File: src/rtl/flash_pkg.sv
package flash_pkg;
// Contract
// - Two chip selects; 20, 33 or 50 MHz; with the 40 MHz clock all three settings give a 20 MHz serial clock.
// - Reset rate is 20 MHz until changed.
// - Serial clock rests low between transfers.
// - Each select asserts only for its component.
// - Four data lines: single, dual, quad reads.
// - Bad signature: host only, no regions.
// - Four regions on 4K blocks across components.
// - Bad signature: straps use built-in defaults.
// - Per-region, per-master read and write permission.
// - Override strap drops regions and range four.
// - A master may grant its region away.
// - Lockable protected range per master, read/write.
// - Range four from strap, binds every master.
// - Program access raises SMI when enabled.
// - Refuse chip erase; lockable opcode menu.
// - Hardware builds read/write/erase; software any legal.
// - Separate 64-byte read cache per master.
// - Second component only in descriptor mode.
// - 24-bit address per component, 32MB total.
// - Reset-warn handshake after bus goes idle.

// ==========================================================
// Timing
localparam int unsigned CLOCK_HZ = 40_000_000;
localparam int unsigned RATE20_HZ = 20_000_000;
localparam int unsigned RATE33_HZ = 33_000_000;
localparam int unsigned RATE50_HZ = 50_000_000;
localparam logic [3:0] HALF20 = 4'((CLOCK_HZ + 2 * RATE20_HZ - 1) / (2 * RATE20_HZ));
localparam logic [3:0] HALF33 = 4'((CLOCK_HZ + 2 * RATE33_HZ - 1) / (2 * RATE33_HZ));
localparam logic [3:0] HALF50 = 4'((CLOCK_HZ + 2 * RATE50_HZ - 1) / (2 * RATE50_HZ));
localparam logic [3:0] DUMMY_CLOCKS = 4'h8;

// ==========================================================
// Codes
typedef enum logic [1:0] {RATE_20 = 2'b00, RATE_33 = 2'b01, RATE_50 = 2'b10} rate_t;
typedef enum logic [1:0] {LANE_1 = 2'b00, LANE_2 = 2'b01, LANE_4 = 2'b10} lane_t;
typedef enum logic [2:0] {
	KIND_DIRECT = 3'b000,
	KIND_HW_READ = 3'b001,
	KIND_HW_WRITE = 3'b010,
	KIND_HW_ERASE = 3'b011,
	KIND_SW = 3'b100
} kind_t;
typedef enum logic [2:0] {
	ST_IDLE = 3'b000,
	ST_CHECK = 3'b001,
	ST_FRAME = 3'b010,
	ST_DRAIN = 3'b011,
	ST_GAP = 3'b100,
	ST_SERVE = 3'b101,
	ST_DONE = 3'b110
} state_t;
localparam logic [7:0] OP_READ = 8'h03;
localparam logic [7:0] OP_READ_DUAL = 8'h3B;
localparam logic [7:0] OP_READ_QUAD = 8'h6B;
localparam logic [7:0] OP_WREN = 8'h06;
localparam logic [7:0] OP_PROGRAM = 8'h02;
localparam logic [7:0] OP_ERASE_4K = 8'h20;
localparam logic [7:0] OP_CHIP_ERASE_A = 8'hC7;
localparam logic [7:0] OP_CHIP_ERASE_B = 8'h60;

// ==========================================================
// Layout
localparam logic [5:0] CMD_BITS = 6'h20;
localparam logic [9:0] LINE_SAMPLES = 10'h200;
localparam logic [9:0] BYTE_SAMPLES = 10'h008;
localparam logic [3:0] BYTE_BITS = 4'h8;
localparam logic MASTER_HOST = 1'b0;
localparam logic [1:0] REGION_BIOS = 2'h1;
localparam logic [1:0] REGION_ENGINE = 2'h2;
localparam logic PR4_DEFAULT_WP = 1'b0;
localparam logic [12:0] PR4_DEFAULT_BASE = 13'h0000;
localparam logic [12:0] PR4_DEFAULT_LIMIT = 13'h0000;
localparam int unsigned FIFO_WIDTH = 8;
localparam int unsigned FIFO_DEPTH = 4;
endpackage : flash_pkg

File: src/rtl/boot_flash_spi_controller.sv
`timescale 1ns/1ps
// ==========================================================
// Response buffer
module rsp_fifo #(
	parameter int unsigned WIDTH = 8,
	parameter int unsigned DEPTH = 4
) (
	input wire logic clock,
	input wire logic resetn,
	input wire logic in_valid,
	output logic in_ready,
	input wire logic [WIDTH-1:0] in_data,
	output logic out_valid,
	input wire logic out_ready,
	output logic [WIDTH-1:0] out_data
);
	localparam int unsigned AW = $clog2(DEPTH);
	logic [WIDTH-1:0] mem_q [DEPTH];
	logic [AW-1:0] wr_q;
	logic [AW-1:0] rd_q;
	logic [AW:0] count_q;
	logic [AW:0] count_d;
	logic push;
	logic pop;

	assign push = in_valid && in_ready;
	assign pop = out_valid && out_ready;
	assign out_data = mem_q[rd_q];

	always_comb begin
		count_d = count_q;
		if (push && !pop) begin
			count_d = count_q + 1'b1;
		end else if (pop && !push) begin
			count_d = count_q - 1'b1;
		end
	end

	always_ff @(posedge clock or negedge resetn) begin
		if (!resetn) begin
			wr_q <= '0;
			rd_q <= '0;
			count_q <= '0;
			in_ready <= 1'b1;
			out_valid <= 1'b0;
		end else begin
			if (push) begin
				wr_q <= wr_q + 1'b1;
			end
			if (pop) begin
				rd_q <= rd_q + 1'b1;
			end
			count_q <= count_d;
			in_ready <= count_d != (AW + 1)'(DEPTH);
			out_valid <= count_d != '0;
		end
	end

	always_ff @(posedge clock) begin
		if (push) begin
			mem_q[wr_q] <= in_data;
		end
	end
endmodule : rsp_fifo

// ==========================================================
// Flash sequencer
module boot_flash_spi_controller (
	input wire logic clock,
	input wire logic resetn,
	input wire logic [1:0] rate_select,
	input wire logic [1:0] read_lanes,
	input wire logic descriptor_valid,
	input wire logic security_override,
	input wire logic [3:0][12:0] region_base,
	input wire logic [3:0][12:0] region_limit,
	input wire logic [1:0][3:0] region_read_perm,
	input wire logic [1:0][3:0] region_write_perm,
	input wire logic [1:0] grant_read,
	input wire logic [1:0] grant_write,
	input wire logic [1:0][12:0] pr_base,
	input wire logic [1:0][12:0] pr_limit,
	input wire logic [1:0] pr_read_protect,
	input wire logic [1:0] pr_write_protect,
	input wire logic [1:0] pr_lock,
	input wire logic [12:0] pr4_strap_base,
	input wire logic [12:0] pr4_strap_limit,
	input wire logic pr4_strap_wp,
	input wire logic smi_write_protect_en,
	input wire logic opcode_lock,
	input wire logic [3:0][7:0] opcode_menu,
	input wire logic req_valid,
	output logic req_ready,
	input wire logic req_master,
	input wire logic [2:0] req_kind,
	input wire logic req_write,
	input wire logic [24:0] req_addr,
	input wire logic [7:0] req_opcode,
	input wire logic [7:0] req_wdata,
	output logic [7:0] rsp_data,
	output logic rsp_valid,
	input wire logic rsp_ready,
	output logic done,
	output logic access_error,
	input wire logic access_error_clear,
	output logic smi_request,
	input wire logic reset_warn_req,
	output logic reset_warn_ack,
	output logic flash_serial_clock,
	output logic flash_select_first_n,
	output logic flash_select_second_n,
	output logic [3:0] flash_data_io_out,
	output logic [3:0] flash_data_io_oe_n,
	input wire logic [3:0] flash_data_io_in
);
	function automatic logic in_range(input logic [12:0] b, input logic [12:0] lo,
			input logic [12:0] hi);
		in_range = (b >= lo) && (b <= hi);
	endfunction : in_range

	function automatic logic [3:0] lane_bits(input flash_pkg::lane_t l);
		lane_bits = (l == flash_pkg::LANE_4) ? 4'h4 : (l == flash_pkg::LANE_2) ? 4'h2 : 4'h1;
	endfunction : lane_bits

	flash_pkg::state_t state_q;
	flash_pkg::kind_t kind_q;
	flash_pkg::lane_t lanes_q;
	flash_pkg::lane_t fl_q;
	flash_pkg::rate_t rate_q;
	logic master_q, write_q, wren_q, sclk_q, sel_q, comp_q, ovr_s1_q, ovr_q;
	logic [24:0] eaddr_q;
	logic [7:0] op_q, wdata_q, rx_q, rx_byte_q;
	logic [31:0] sh_q;
	logic [5:0] cmd_q, rx_idx_q;
	logic [3:0] div_q, dummy_q, out_q, rx_bits_q;
	logic [7:0] wd_q;
	logic [9:0] in_q;
	logic [2:0] samp_q;
	logic [3:0] io_s1_q, io_s2_q;
	logic [7:0] cache_q [2][64];
	logic [1:0][18:0] tag_q;
	logic [1:0] tag_ok_q, lock_q;
	logic [1:0][12:0] prb_q, prl_q;
	logic [1:0] prr_q, prw_q;
	logic menu_lock_q;
	logic [3:0][7:0] menu_q;
	logic take, is_read, hit_c, denied_c, wren_c, load_c, rise_in_c, in_phase_c;
	logic [3:0] half_c, lb;
	logic [10:0] left_c;
	logic [7:0] ld_op, rx_d, fifo_data;
	logic [23:0] ld_addr;
	logic [3:0] ld_dummy, ld_out;
	logic [9:0] ld_in;
	flash_pkg::lane_t ld_lanes;
	logic [3:0] io_c, oe_c;
	logic fifo_ready;

	assign take = req_valid && req_ready;
	assign is_read = kind_q == flash_pkg::KIND_DIRECT || kind_q == flash_pkg::KIND_HW_READ
			|| (kind_q == flash_pkg::KIND_SW && !write_q);
	assign hit_c = tag_ok_q[master_q] && tag_q[master_q] == eaddr_q[24:6];
	assign wren_c = state_q == flash_pkg::ST_CHECK
			&& (kind_q == flash_pkg::KIND_HW_WRITE || kind_q == flash_pkg::KIND_HW_ERASE);
	assign load_c = (state_q == flash_pkg::ST_CHECK && !denied_c
			&& !(kind_q == flash_pkg::KIND_DIRECT && hit_c))
			|| (state_q == flash_pkg::ST_GAP && wren_q);
	assign half_c = (rate_q == flash_pkg::RATE_50) ? flash_pkg::HALF50
			: (rate_q == flash_pkg::RATE_33) ? flash_pkg::HALF33 : flash_pkg::HALF20;
	assign left_c = 11'(cmd_q) + 11'(dummy_q) + 11'(out_q) + 11'(in_q);
	assign in_phase_c = cmd_q == '0 && dummy_q == '0 && out_q == '0 && in_q != '0;
	assign rise_in_c = state_q == flash_pkg::ST_FRAME && div_q == '0 && !sclk_q && in_phase_c;
	assign lb = lane_bits(fl_q);

	// ==========================================================
	// Access check
	always_comb begin
		logic [12:0] blk;
		logic [3:0] hit, perm;
		logic other, rgn_ok, pr_blk, pr4_blk, pr4_wp, illegal, wr;
		logic [12:0] pr4_b, pr4_l;
		blk = eaddr_q[24:12];
		wr = write_q || kind_q == flash_pkg::KIND_HW_WRITE || kind_q == flash_pkg::KIND_HW_ERASE;
		other = !master_q;
		for (int r = 0; r < 4; r++) begin
			hit[r] = in_range(blk, region_base[r], region_limit[r]);
		end
		perm = wr ? region_write_perm[master_q] : region_read_perm[master_q];
		if (wr ? grant_write[other] : grant_read[other]) begin
			perm[other == flash_pkg::MASTER_HOST ? flash_pkg::REGION_BIOS
					: flash_pkg::REGION_ENGINE] = 1'b1;
		end
		if (!descriptor_valid) begin
			rgn_ok = master_q == flash_pkg::MASTER_HOST;
		end else begin
			rgn_ok = ovr_q || (|(hit & perm));
		end
		pr_blk = kind_q != flash_pkg::KIND_DIRECT && in_range(blk, prb_q[master_q], prl_q[master_q])
				&& (wr ? prw_q[master_q] : prr_q[master_q]);
		pr4_b = descriptor_valid ? pr4_strap_base : flash_pkg::PR4_DEFAULT_BASE;
		pr4_l = descriptor_valid ? pr4_strap_limit : flash_pkg::PR4_DEFAULT_LIMIT;
		pr4_wp = descriptor_valid ? pr4_strap_wp : flash_pkg::PR4_DEFAULT_WP;
		pr4_blk = wr && kind_q != flash_pkg::KIND_DIRECT && !ovr_q && pr4_wp
				&& in_range(blk, pr4_b, pr4_l);
		illegal = kind_q == flash_pkg::KIND_SW && (op_q == flash_pkg::OP_CHIP_ERASE_A
				|| op_q == flash_pkg::OP_CHIP_ERASE_B
				|| (menu_lock_q && !(op_q == menu_q[0] || op_q == menu_q[1]
				|| op_q == menu_q[2] || op_q == menu_q[3])));
		denied_c = !rgn_ok || pr_blk || pr4_blk || illegal;
	end

	// ==========================================================
	// Frame contents
	always_comb begin
		logic [1:0] sft;
		sft = (lanes_q == flash_pkg::LANE_4) ? 2'h2 : (lanes_q == flash_pkg::LANE_2) ? 2'h1 : 2'h0;
		ld_op = flash_pkg::OP_READ;
		ld_addr = eaddr_q[23:0];
		ld_dummy = 4'h0;
		ld_out = 4'h0;
		ld_in = 10'h000;
		ld_lanes = flash_pkg::LANE_1;
		case (kind_q)
			flash_pkg::KIND_DIRECT, flash_pkg::KIND_HW_READ: begin
				ld_lanes = lanes_q;
				ld_op = (lanes_q == flash_pkg::LANE_4) ? flash_pkg::OP_READ_QUAD
						: (lanes_q == flash_pkg::LANE_2) ? flash_pkg::OP_READ_DUAL : flash_pkg::OP_READ;
				ld_dummy = (lanes_q == flash_pkg::LANE_1) ? 4'h0 : flash_pkg::DUMMY_CLOCKS;
				if (kind_q == flash_pkg::KIND_DIRECT) begin
					ld_addr = {eaddr_q[23:6], 6'h00};
					ld_in = flash_pkg::LINE_SAMPLES >> sft;
				end else begin
					ld_in = flash_pkg::BYTE_SAMPLES >> sft;
				end
			end
			flash_pkg::KIND_HW_WRITE: begin
				ld_op = flash_pkg::OP_PROGRAM;
				ld_out = flash_pkg::BYTE_BITS;
			end
			flash_pkg::KIND_HW_ERASE: begin
				ld_op = flash_pkg::OP_ERASE_4K;
				ld_addr = {eaddr_q[23:12], 12'h000};
			end
			default: begin
				ld_op = op_q;
				ld_out = write_q ? flash_pkg::BYTE_BITS : 4'h0;
				ld_in = write_q ? 10'h000 : flash_pkg::BYTE_SAMPLES;
			end
		endcase
		if (wren_c) begin
			ld_op = flash_pkg::OP_WREN;
			ld_dummy = 4'h0;
			ld_out = 4'h0;
			ld_in = 10'h000;
			ld_lanes = flash_pkg::LANE_1;
		end
	end

	// ==========================================================
	// Sequencer
	always_ff @(posedge clock or negedge resetn) begin
		if (!resetn) begin
			state_q <= flash_pkg::ST_IDLE;
			kind_q <= flash_pkg::KIND_DIRECT;
			lanes_q <= flash_pkg::LANE_1;
			fl_q <= flash_pkg::LANE_1;
			rate_q <= flash_pkg::RATE_20;
			master_q <= 1'b0;
			write_q <= 1'b0;
			wren_q <= 1'b0;
			eaddr_q <= '0;
			op_q <= 8'h00;
			wdata_q <= 8'h00;
			sclk_q <= 1'b0;
			sel_q <= 1'b0;
			comp_q <= 1'b0;
			sh_q <= '0;
			cmd_q <= '0;
			dummy_q <= '0;
			out_q <= '0;
			in_q <= '0;
			wd_q <= 8'h00;
			div_q <= '0;
		end else begin
			if (load_c) begin
				sh_q <= {ld_op, ld_addr};
				cmd_q <= wren_c ? 6'h08 : flash_pkg::CMD_BITS;
				dummy_q <= ld_dummy;
				out_q <= ld_out;
				in_q <= ld_in;
				wd_q <= wdata_q;
				fl_q <= ld_lanes;
				div_q <= half_c - 4'h1;
				sel_q <= 1'b1;
				wren_q <= wren_c;
				state_q <= flash_pkg::ST_FRAME;
			end
			case (state_q)
				flash_pkg::ST_IDLE: begin
					if (rate_select != 2'b11) begin
						rate_q <= flash_pkg::rate_t'(rate_select);
					end
					if (take) begin
						master_q <= req_master;
						kind_q <= flash_pkg::kind_t'(req_kind);
						write_q <= req_write;
						eaddr_q <= descriptor_valid ? req_addr : {1'b0, req_addr[23:0]};
						comp_q <= descriptor_valid && req_addr[24];
						op_q <= req_opcode;
						wdata_q <= req_wdata;
						lanes_q <= (read_lanes == 2'b11) ? flash_pkg::LANE_1
								: flash_pkg::lane_t'(read_lanes);
						state_q <= flash_pkg::ST_CHECK;
					end
				end
				flash_pkg::ST_CHECK: begin
					if (denied_c) begin
						state_q <= flash_pkg::ST_DONE;
					end else if (kind_q == flash_pkg::KIND_DIRECT && hit_c) begin
						state_q <= flash_pkg::ST_SERVE;
					end
				end
				flash_pkg::ST_FRAME: begin
					if (div_q != '0) begin
						div_q <= div_q - 4'h1;
					end else begin
						div_q <= half_c - 4'h1;
						sclk_q <= !sclk_q;
						if (sclk_q) begin
							if (cmd_q != '0) begin
								cmd_q <= cmd_q - 6'h01;
								sh_q <= {sh_q[30:0], 1'b0};
							end else if (dummy_q != '0) begin
								dummy_q <= dummy_q - 4'h1;
							end else if (out_q != '0) begin
								out_q <= out_q - 4'h1;
								wd_q <= {wd_q[6:0], 1'b0};
							end else begin
								in_q <= in_q - 10'h001;
							end
							if (left_c == 11'h001) begin
								state_q <= flash_pkg::ST_DRAIN;
							end
						end
					end
				end
				flash_pkg::ST_DRAIN: begin
					if (samp_q == '0) begin
						sel_q <= 1'b0;
						state_q <= flash_pkg::ST_GAP;
					end
				end
				flash_pkg::ST_GAP: begin
					if (!wren_q) begin
						state_q <= is_read ? flash_pkg::ST_SERVE : flash_pkg::ST_DONE;
					end
				end
				flash_pkg::ST_SERVE: begin
					if (fifo_ready) begin
						state_q <= flash_pkg::ST_DONE;
					end
				end
				default: begin
					state_q <= flash_pkg::ST_IDLE;
				end
			endcase
		end
	end

	// ==========================================================
	// Receive path
	always_comb begin
		case (fl_q)
			flash_pkg::LANE_4: rx_d = {rx_q[3:0], io_s2_q};
			flash_pkg::LANE_2: rx_d = {rx_q[5:0], io_s2_q[1:0]};
			default: rx_d = {rx_q[6:0], io_s2_q[1]};
		endcase
	end

	// The pins pass two stages, so samples are taken three cycles after the rising edge.
	always_ff @(posedge clock or negedge resetn) begin
		if (!resetn) begin
			io_s1_q <= 4'h0;
			io_s2_q <= 4'h0;
			samp_q <= '0;
			rx_q <= 8'h00;
			rx_bits_q <= '0;
			rx_idx_q <= '0;
			rx_byte_q <= 8'h00;
		end else begin
			io_s1_q <= flash_data_io_in;
			io_s2_q <= io_s1_q;
			samp_q <= {samp_q[1:0], rise_in_c};
			if (load_c) begin
				rx_bits_q <= '0;
				rx_idx_q <= '0;
			end else if (samp_q[2]) begin
				rx_q <= rx_d;
				if (rx_bits_q + lb == flash_pkg::BYTE_BITS) begin
					rx_bits_q <= '0;
					rx_idx_q <= rx_idx_q + 6'h01;
					rx_byte_q <= rx_d;
				end else begin
					rx_bits_q <= rx_bits_q + lb;
				end
			end
		end
	end

	always_ff @(posedge clock) begin
		if (samp_q[2] && rx_bits_q + lb == flash_pkg::BYTE_BITS
				&& kind_q == flash_pkg::KIND_DIRECT) begin
			cache_q[master_q][rx_idx_q] <= rx_d;
		end
	end

	// ==========================================================
	// Cache tags, locks and status
	always_ff @(posedge clock or negedge resetn) begin
		if (!resetn) begin
			tag_q <= '0;
			tag_ok_q <= 2'b00;
		end else if (state_q == flash_pkg::ST_CHECK && !denied_c) begin
			if (kind_q == flash_pkg::KIND_DIRECT && !hit_c) begin
				tag_q[master_q] <= eaddr_q[24:6];
				tag_ok_q[master_q] <= 1'b0;
			end else if (kind_q != flash_pkg::KIND_DIRECT && kind_q != flash_pkg::KIND_HW_READ) begin
				tag_ok_q <= 2'b00;
			end
		end else if (state_q == flash_pkg::ST_GAP && !wren_q && kind_q == flash_pkg::KIND_DIRECT) begin
			tag_ok_q[master_q] <= 1'b1;
		end
	end

	always_ff @(posedge clock or negedge resetn) begin
		if (!resetn) begin
			lock_q <= 2'b00;
			prb_q <= '0;
			prl_q <= '0;
			prr_q <= 2'b00;
			prw_q <= 2'b00;
			menu_lock_q <= 1'b0;
			menu_q <= '0;
		end else begin
			for (int m = 0; m < 2; m++) begin
				if (!lock_q[m]) begin
					prb_q[m] <= pr_base[m];
					prl_q[m] <= pr_limit[m];
					prr_q[m] <= pr_read_protect[m];
					prw_q[m] <= pr_write_protect[m];
					lock_q[m] <= pr_lock[m];
				end
			end
			if (!menu_lock_q) begin
				menu_q <= opcode_menu;
				menu_lock_q <= opcode_lock;
			end
		end
	end

	always_ff @(posedge clock or negedge resetn) begin
		if (!resetn) begin
			ovr_s1_q <= 1'b0;
			ovr_q <= 1'b0;
			req_ready <= 1'b0;
			reset_warn_ack <= 1'b0;
			done <= 1'b0;
			access_error <= 1'b0;
			smi_request <= 1'b0;
		end else begin
			ovr_s1_q <= security_override;
			ovr_q <= ovr_s1_q;
			req_ready <= state_q == flash_pkg::ST_IDLE && !take && !reset_warn_req;
			reset_warn_ack <= reset_warn_req && state_q == flash_pkg::ST_IDLE && !take;
			done <= state_q == flash_pkg::ST_DONE;
			access_error <= (access_error && !access_error_clear)
					|| (state_q == flash_pkg::ST_CHECK && denied_c);
			smi_request <= state_q == flash_pkg::ST_CHECK && kind_q != flash_pkg::KIND_DIRECT
					&& smi_write_protect_en;
		end
	end

	// ==========================================================
	// Pin stage
	always_comb begin
		io_c = 4'b1100;
		io_c[0] = (cmd_q != '0) ? sh_q[31] : wd_q[7];
		oe_c = 4'b0010;
		if (state_q == flash_pkg::ST_FRAME && cmd_q == '0 && out_q == '0) begin
			if (fl_q == flash_pkg::LANE_4) begin
				oe_c = 4'b1111;
			end else if (fl_q == flash_pkg::LANE_2) begin
				oe_c = 4'b0011;
			end
		end
	end

	always_ff @(posedge clock or negedge resetn) begin
		if (!resetn) begin
			flash_serial_clock <= 1'b0;
			flash_select_first_n <= 1'b1;
			flash_select_second_n <= 1'b1;
			flash_data_io_out <= 4'b1100;
			flash_data_io_oe_n <= 4'b0010;
		end else begin
			flash_serial_clock <= sclk_q && state_q == flash_pkg::ST_FRAME;
			flash_select_first_n <= !(sel_q && !comp_q);
			flash_select_second_n <= !(sel_q && comp_q);
			flash_data_io_out <= io_c;
			flash_data_io_oe_n <= oe_c;
		end
	end

	assign fifo_data = (kind_q == flash_pkg::KIND_DIRECT) ? cache_q[master_q][eaddr_q[5:0]]
			: rx_byte_q;

	rsp_fifo #(
		.WIDTH(flash_pkg::FIFO_WIDTH),
		.DEPTH(flash_pkg::FIFO_DEPTH)
	) u_rsp_fifo (
		.clock(clock),
		.resetn(resetn),
		.in_valid(state_q == flash_pkg::ST_SERVE),
		.in_ready(fifo_ready),
		.in_data(fifo_data),
		.out_valid(rsp_valid),
		.out_ready(rsp_ready),
		.out_data(rsp_data)
	);
endmodule : boot_flash_spi_controller

File: config.mk
export PLATFORM = sky130hd
export DESIGN_NAME = boot_flash_spi_controller
export DESIGN_NICKNAME = d
export VERILOG_FILES = /design/src/rtl/flash_pkg.sv /design/src/rtl/boot_flash_spi_controller.sv
export SDC_FILE = /design/constraint.sdc
export NUM_CORES = 2
export LEC_CHECK = 0
export BUFFER_PORTS_ARGS = -buffer_cell sky130_fd_sc_hd__buf_2
export CAP_MARGIN = 10
export CORE_MARGIN = 10
export CORE_UTILIZATION = 38
export DETAILED_ROUTE_END_ITERATION = 6
export SLEW_MARGIN = 20
export SYNTH_ARGS = -nofsm -noshare
export SYNTH_HDL_FRONTEND = slang
export SYNTH_HIERARCHICAL = 1
export SYNTH_SLANG_ARGS = --single-unit
File: constraint.sdc
create_clock -name clock -period 10.45 [get_ports clock]
set_clock_uncertainty 0.2 [all_clocks]
set_input_delay 1.045 -clock clock [delete_from_list [all_inputs] [get_ports clock]]
set_output_delay 1.045 -clock clock [all_outputs]
set_load 0.01 [all_outputs]
==> results.json <==
{
  "status": "finished with violations",
  "violations": "design-rule violations",
  "die_height_um": 416,
  "syn_inst": 3449,
  "antenna_found_initial": 7,
  "crit_path_top_delay_cell": "ha_1",
  "fin_tns_setup_ps": 0,
  "cts_tree": "done",
  "placed_cell_area_um2": 63600,
  "synth_top_area_share_pct": 53.3,
  "maxSlewViolCount": 0,
  "via_per_inst": 5.42,
  "timing.critical_path.buf_inv": 2,
  "fin_area_um2": 68200,
  "period_minus_slack_ps": 5540,
  "die_width_um": 416,
  "grt_pass1_vias": 33164,
  "core.rowCount": 145,
  "power_density_nw_per_um2": 246,
  "dr.pass1.iters": 7,
  "synth-edff-count": 1056,
  "maxCapViolations": 0,
  "ys_warn_count": 6,
  "clockBufferDepth": 3,
  "cp-end-kind": "flip-flop",
  "ctsHtreeMaxLevel": 4,
  "core_area_um2": 156000,
  "areaGrowthSynthToFinish_pct": 14.5,
  "synth-async-reset-ratio_pct": 22.9,
  "cts_resized": 0,
  "dieArea_um2": 173000,
  "hp-class": "in -> async",
  "ys_seq_area_share_pct": 66.4,
  "seq_power_share_pct": 41.6,
  "syn-cell-area_um2": 59500,
  "ff2ff_setup_slack_ps": 4910,
  "total_power_mw": 16.7,
  "root_buffer": "clkbuf_16",
  "cp-start-kind": "flip-flop",
  "synth_top_flop_cell": "edfxtp_1",
  "leakage_nw": 25.9,
  "clkPwrFrac_pct": 29.5,
  "fin_hold_ws_ps": 80.9,
  "routedWlPerCell_um": 24.8,
  "post-route-period-util_pct": 53.0,
  "synth_area_leader_cell": "edfxtp_1",
  "clkTransAtPathRegs_ps": 60,
  "maxSlewHeadroom_pct": 25.4,
  "synth_cell_types": 84,
  "instances_no_fill": 5983,
  "r2r_start": "fl_q[0]",
  "hold_buffers": 0,
  "vdd.ir_drop.worst_uv": 169,
  "swShare_pct": 31.9,
  "required_ps": 10640,
  "cts.sinks": 1369,
  "ys_top_cells_by_count": "edfxtp_1 (1,056), mux4_2 (347), dfrtp_1 (310)",
  "drive_gt1_share_pct": 29.6,
  "ys_seq_elements": 1369,
  "final_nets": 4312,
  "hpwlAfterDp_um": 97600,
  "worst_pin_slew_ps": 1120,
  "drc_errors": 5,
  "cp.arrival_ps": 5730,
  "finalHoldViolCount": 0,
  "setup_viol": 0,
  "wl_um": 149000,
  "grt_max_degree": 146,
  "dp.cells": 5718,
  "yosysMostFrequentCell": "edfxtp_1",
  "portBuffers": 323,
  "place.gp.congestion": 0.854,
  "clock_latency_ps": 770,
  "internal_power_mw": 11.4,
  "initial_core_util_pct": 38.2,
  "grt_first_pass_wirelength_um": 222000,
  "comb_power_share_pct": 28.9,
  "worstPathMaxFanout": 18,
  "ios": 330,
  "worstPathCellList": "inv_1 -> ha_1 -> ha_1 -> fa_1 -> nor3_1 -> and3_1 -> nand2_1 -> nor2_1 -> nand3b_1 -> buf_4 -> nor2_1",
  "antenna_left": 0,
  "post_cts_buffers": 0,
  "cts_made_buffers": 144,
  "grt_use_total_pct": 16.9,
  "drt-initial-drc-count": 2898,
  "yosys-top-cells-area": "edfxtp_1 (53%), mux4_2 (13%), dfrtp_1 (13%)",
  "grt.overflow.total": 0,
  "cp-startpoint": "fl_q[0]",
  "clock.fmax_mhz": 181,
  "crit_type": "reg -> reg",
  "vias": 32431,
  "cp_top_family": "simple AND/OR/NAND/NOR gates",
  "switching_power_mw": 5.34,
  "critical_path.max_stage_delay_ps": 960,
  "rsz0062_at_grt": "false",
  "syn-mean-instance-area_um2": 17.3
}
state kept, by name, indices dropped and copies added, names as in the netlist, 10 cells and up:
| register | count |
|---|---|
| menu_q | 32 |
| tag_q | 38 |
| cache_q | 1024 |
| eaddr_q | 24 |
| prl_q | 26 |
| u_rsp_fifo/mem_q | 32 |
| sh_q | 32 |
| in_q | 10 |
| prb_q | 26 |
worst paths after layout:
| path | endpoint | cells past startpoint |
|---|---|---|
| worst max-delay path | cache_q[0][393] | 11 |
| worst min-delay path | lock_q[1] | 1 |
| worst max register to register | cache_q[0][393] | 11 |
| max in group asynchronous | eaddr_q[0] | 3 |
| worst min register to register | io_s2_q[2] | 0 |
| min in group clock | io_s2_q[2] | 0 |
layer usage:
| layer | part of all wire [%] | wire length, um | vias up | track usage, % |
|---|---|---|---|---|
| li1 | - | - | 14297 | - |
| met1 | 43 | 64600 | 16858 | 23.3 |
| met2 | 48 | 71800 | 1074 | 27.4 |
| met3 | 6.0 | 8890 | 200 | 3.15 |
| met4 | 2.3 | 3380 | 2 | 4.62 |
| met5 | 0.011 | 17 | - | 0 |
cell families after synthesis:
| group | synth area share (%) |
|---|---|
| buf+inv | 2.10 |
| xor+xnor | 1.02 |
| mux | 17.7 |
| flops | 66.4 |
| other cells | 0.0126 |
| compound gates | 3.96 |
| fa+ha+maj | 4.30 |
| simple gates | 4.45 |
power by group through the flow:
| stage | registers [mW] | clock network, mW | logic [mW] |
|---|---|---|---|
| 6_report | 6.96 | 4.93 | 4.84 |
| 2_1_floorplan | 6.80 | 0 | 3.58 |
| 5_1_grt | 7.03 | 5.26 | 5.30 |
| 3_5_place_dp | 7.08 | 0 | 4.90 |
| 3_3_place_gp | 7.07 | 0 | 4.82 |
| 4_1_cts | 6.97 | 5.04 | 4.92 |
cell type report:
cell class	count	area (um^2)
Timing Repair Buffer	382	2150
Fill cell	13668	87900
Clock buffer	196	3940
Tap cell	2058	2570
Inverter	134	503
Multi-Input combinational cell	1777	18900
Sequential cell	1369	39600
Antenna cell	3	7.51
Clock inverter	64	561
through the flow:
stage | setup WS, ps | utilization, %
global placement | 4790 | 40.7
detailed placement | 4770 | 40.7
global route | 4550 | 43.7
floorplan | 3010 | -
finish | 4910 | 43.7
CTS | 4800 | 43.6
cell usage in the layout (no fill, tap or decap), drive strengths merged, types with 6 or more instances in the layout:
cell	netlist	routed
clkbuf	108	196
nand4	35	35
o21a	19	19
ha	190	190
dfrtp	310	310
or2	7	7
mux4	347	347
and2	14	14
o211ai	9	9
xor2	42	42
a31oi	8	8
mux2i	58	58
nor4	14	14
clkinv	1	43
o221a	15	15
nand3	49	49
nor2b	20	20
a22oi	7	7
a21boi	6	6
edfxtp	1056	1056
xnor2	27	27
fa	9	9
a21o	37	37
and3	13	13
nand2b	12	12
nor3	28	28
o21ai	69	69
nand2	139	139
nor2	204	204
nand3b	10	10
buf	63	382
o22a	15	15
o22ai	12	12
mux2	187	187
or3	7	7
a21oi	84	84
inv	133	145
bufinv	0	7
a211oi	22	22
Note: power is estimated with default switching activity, not from simulation.
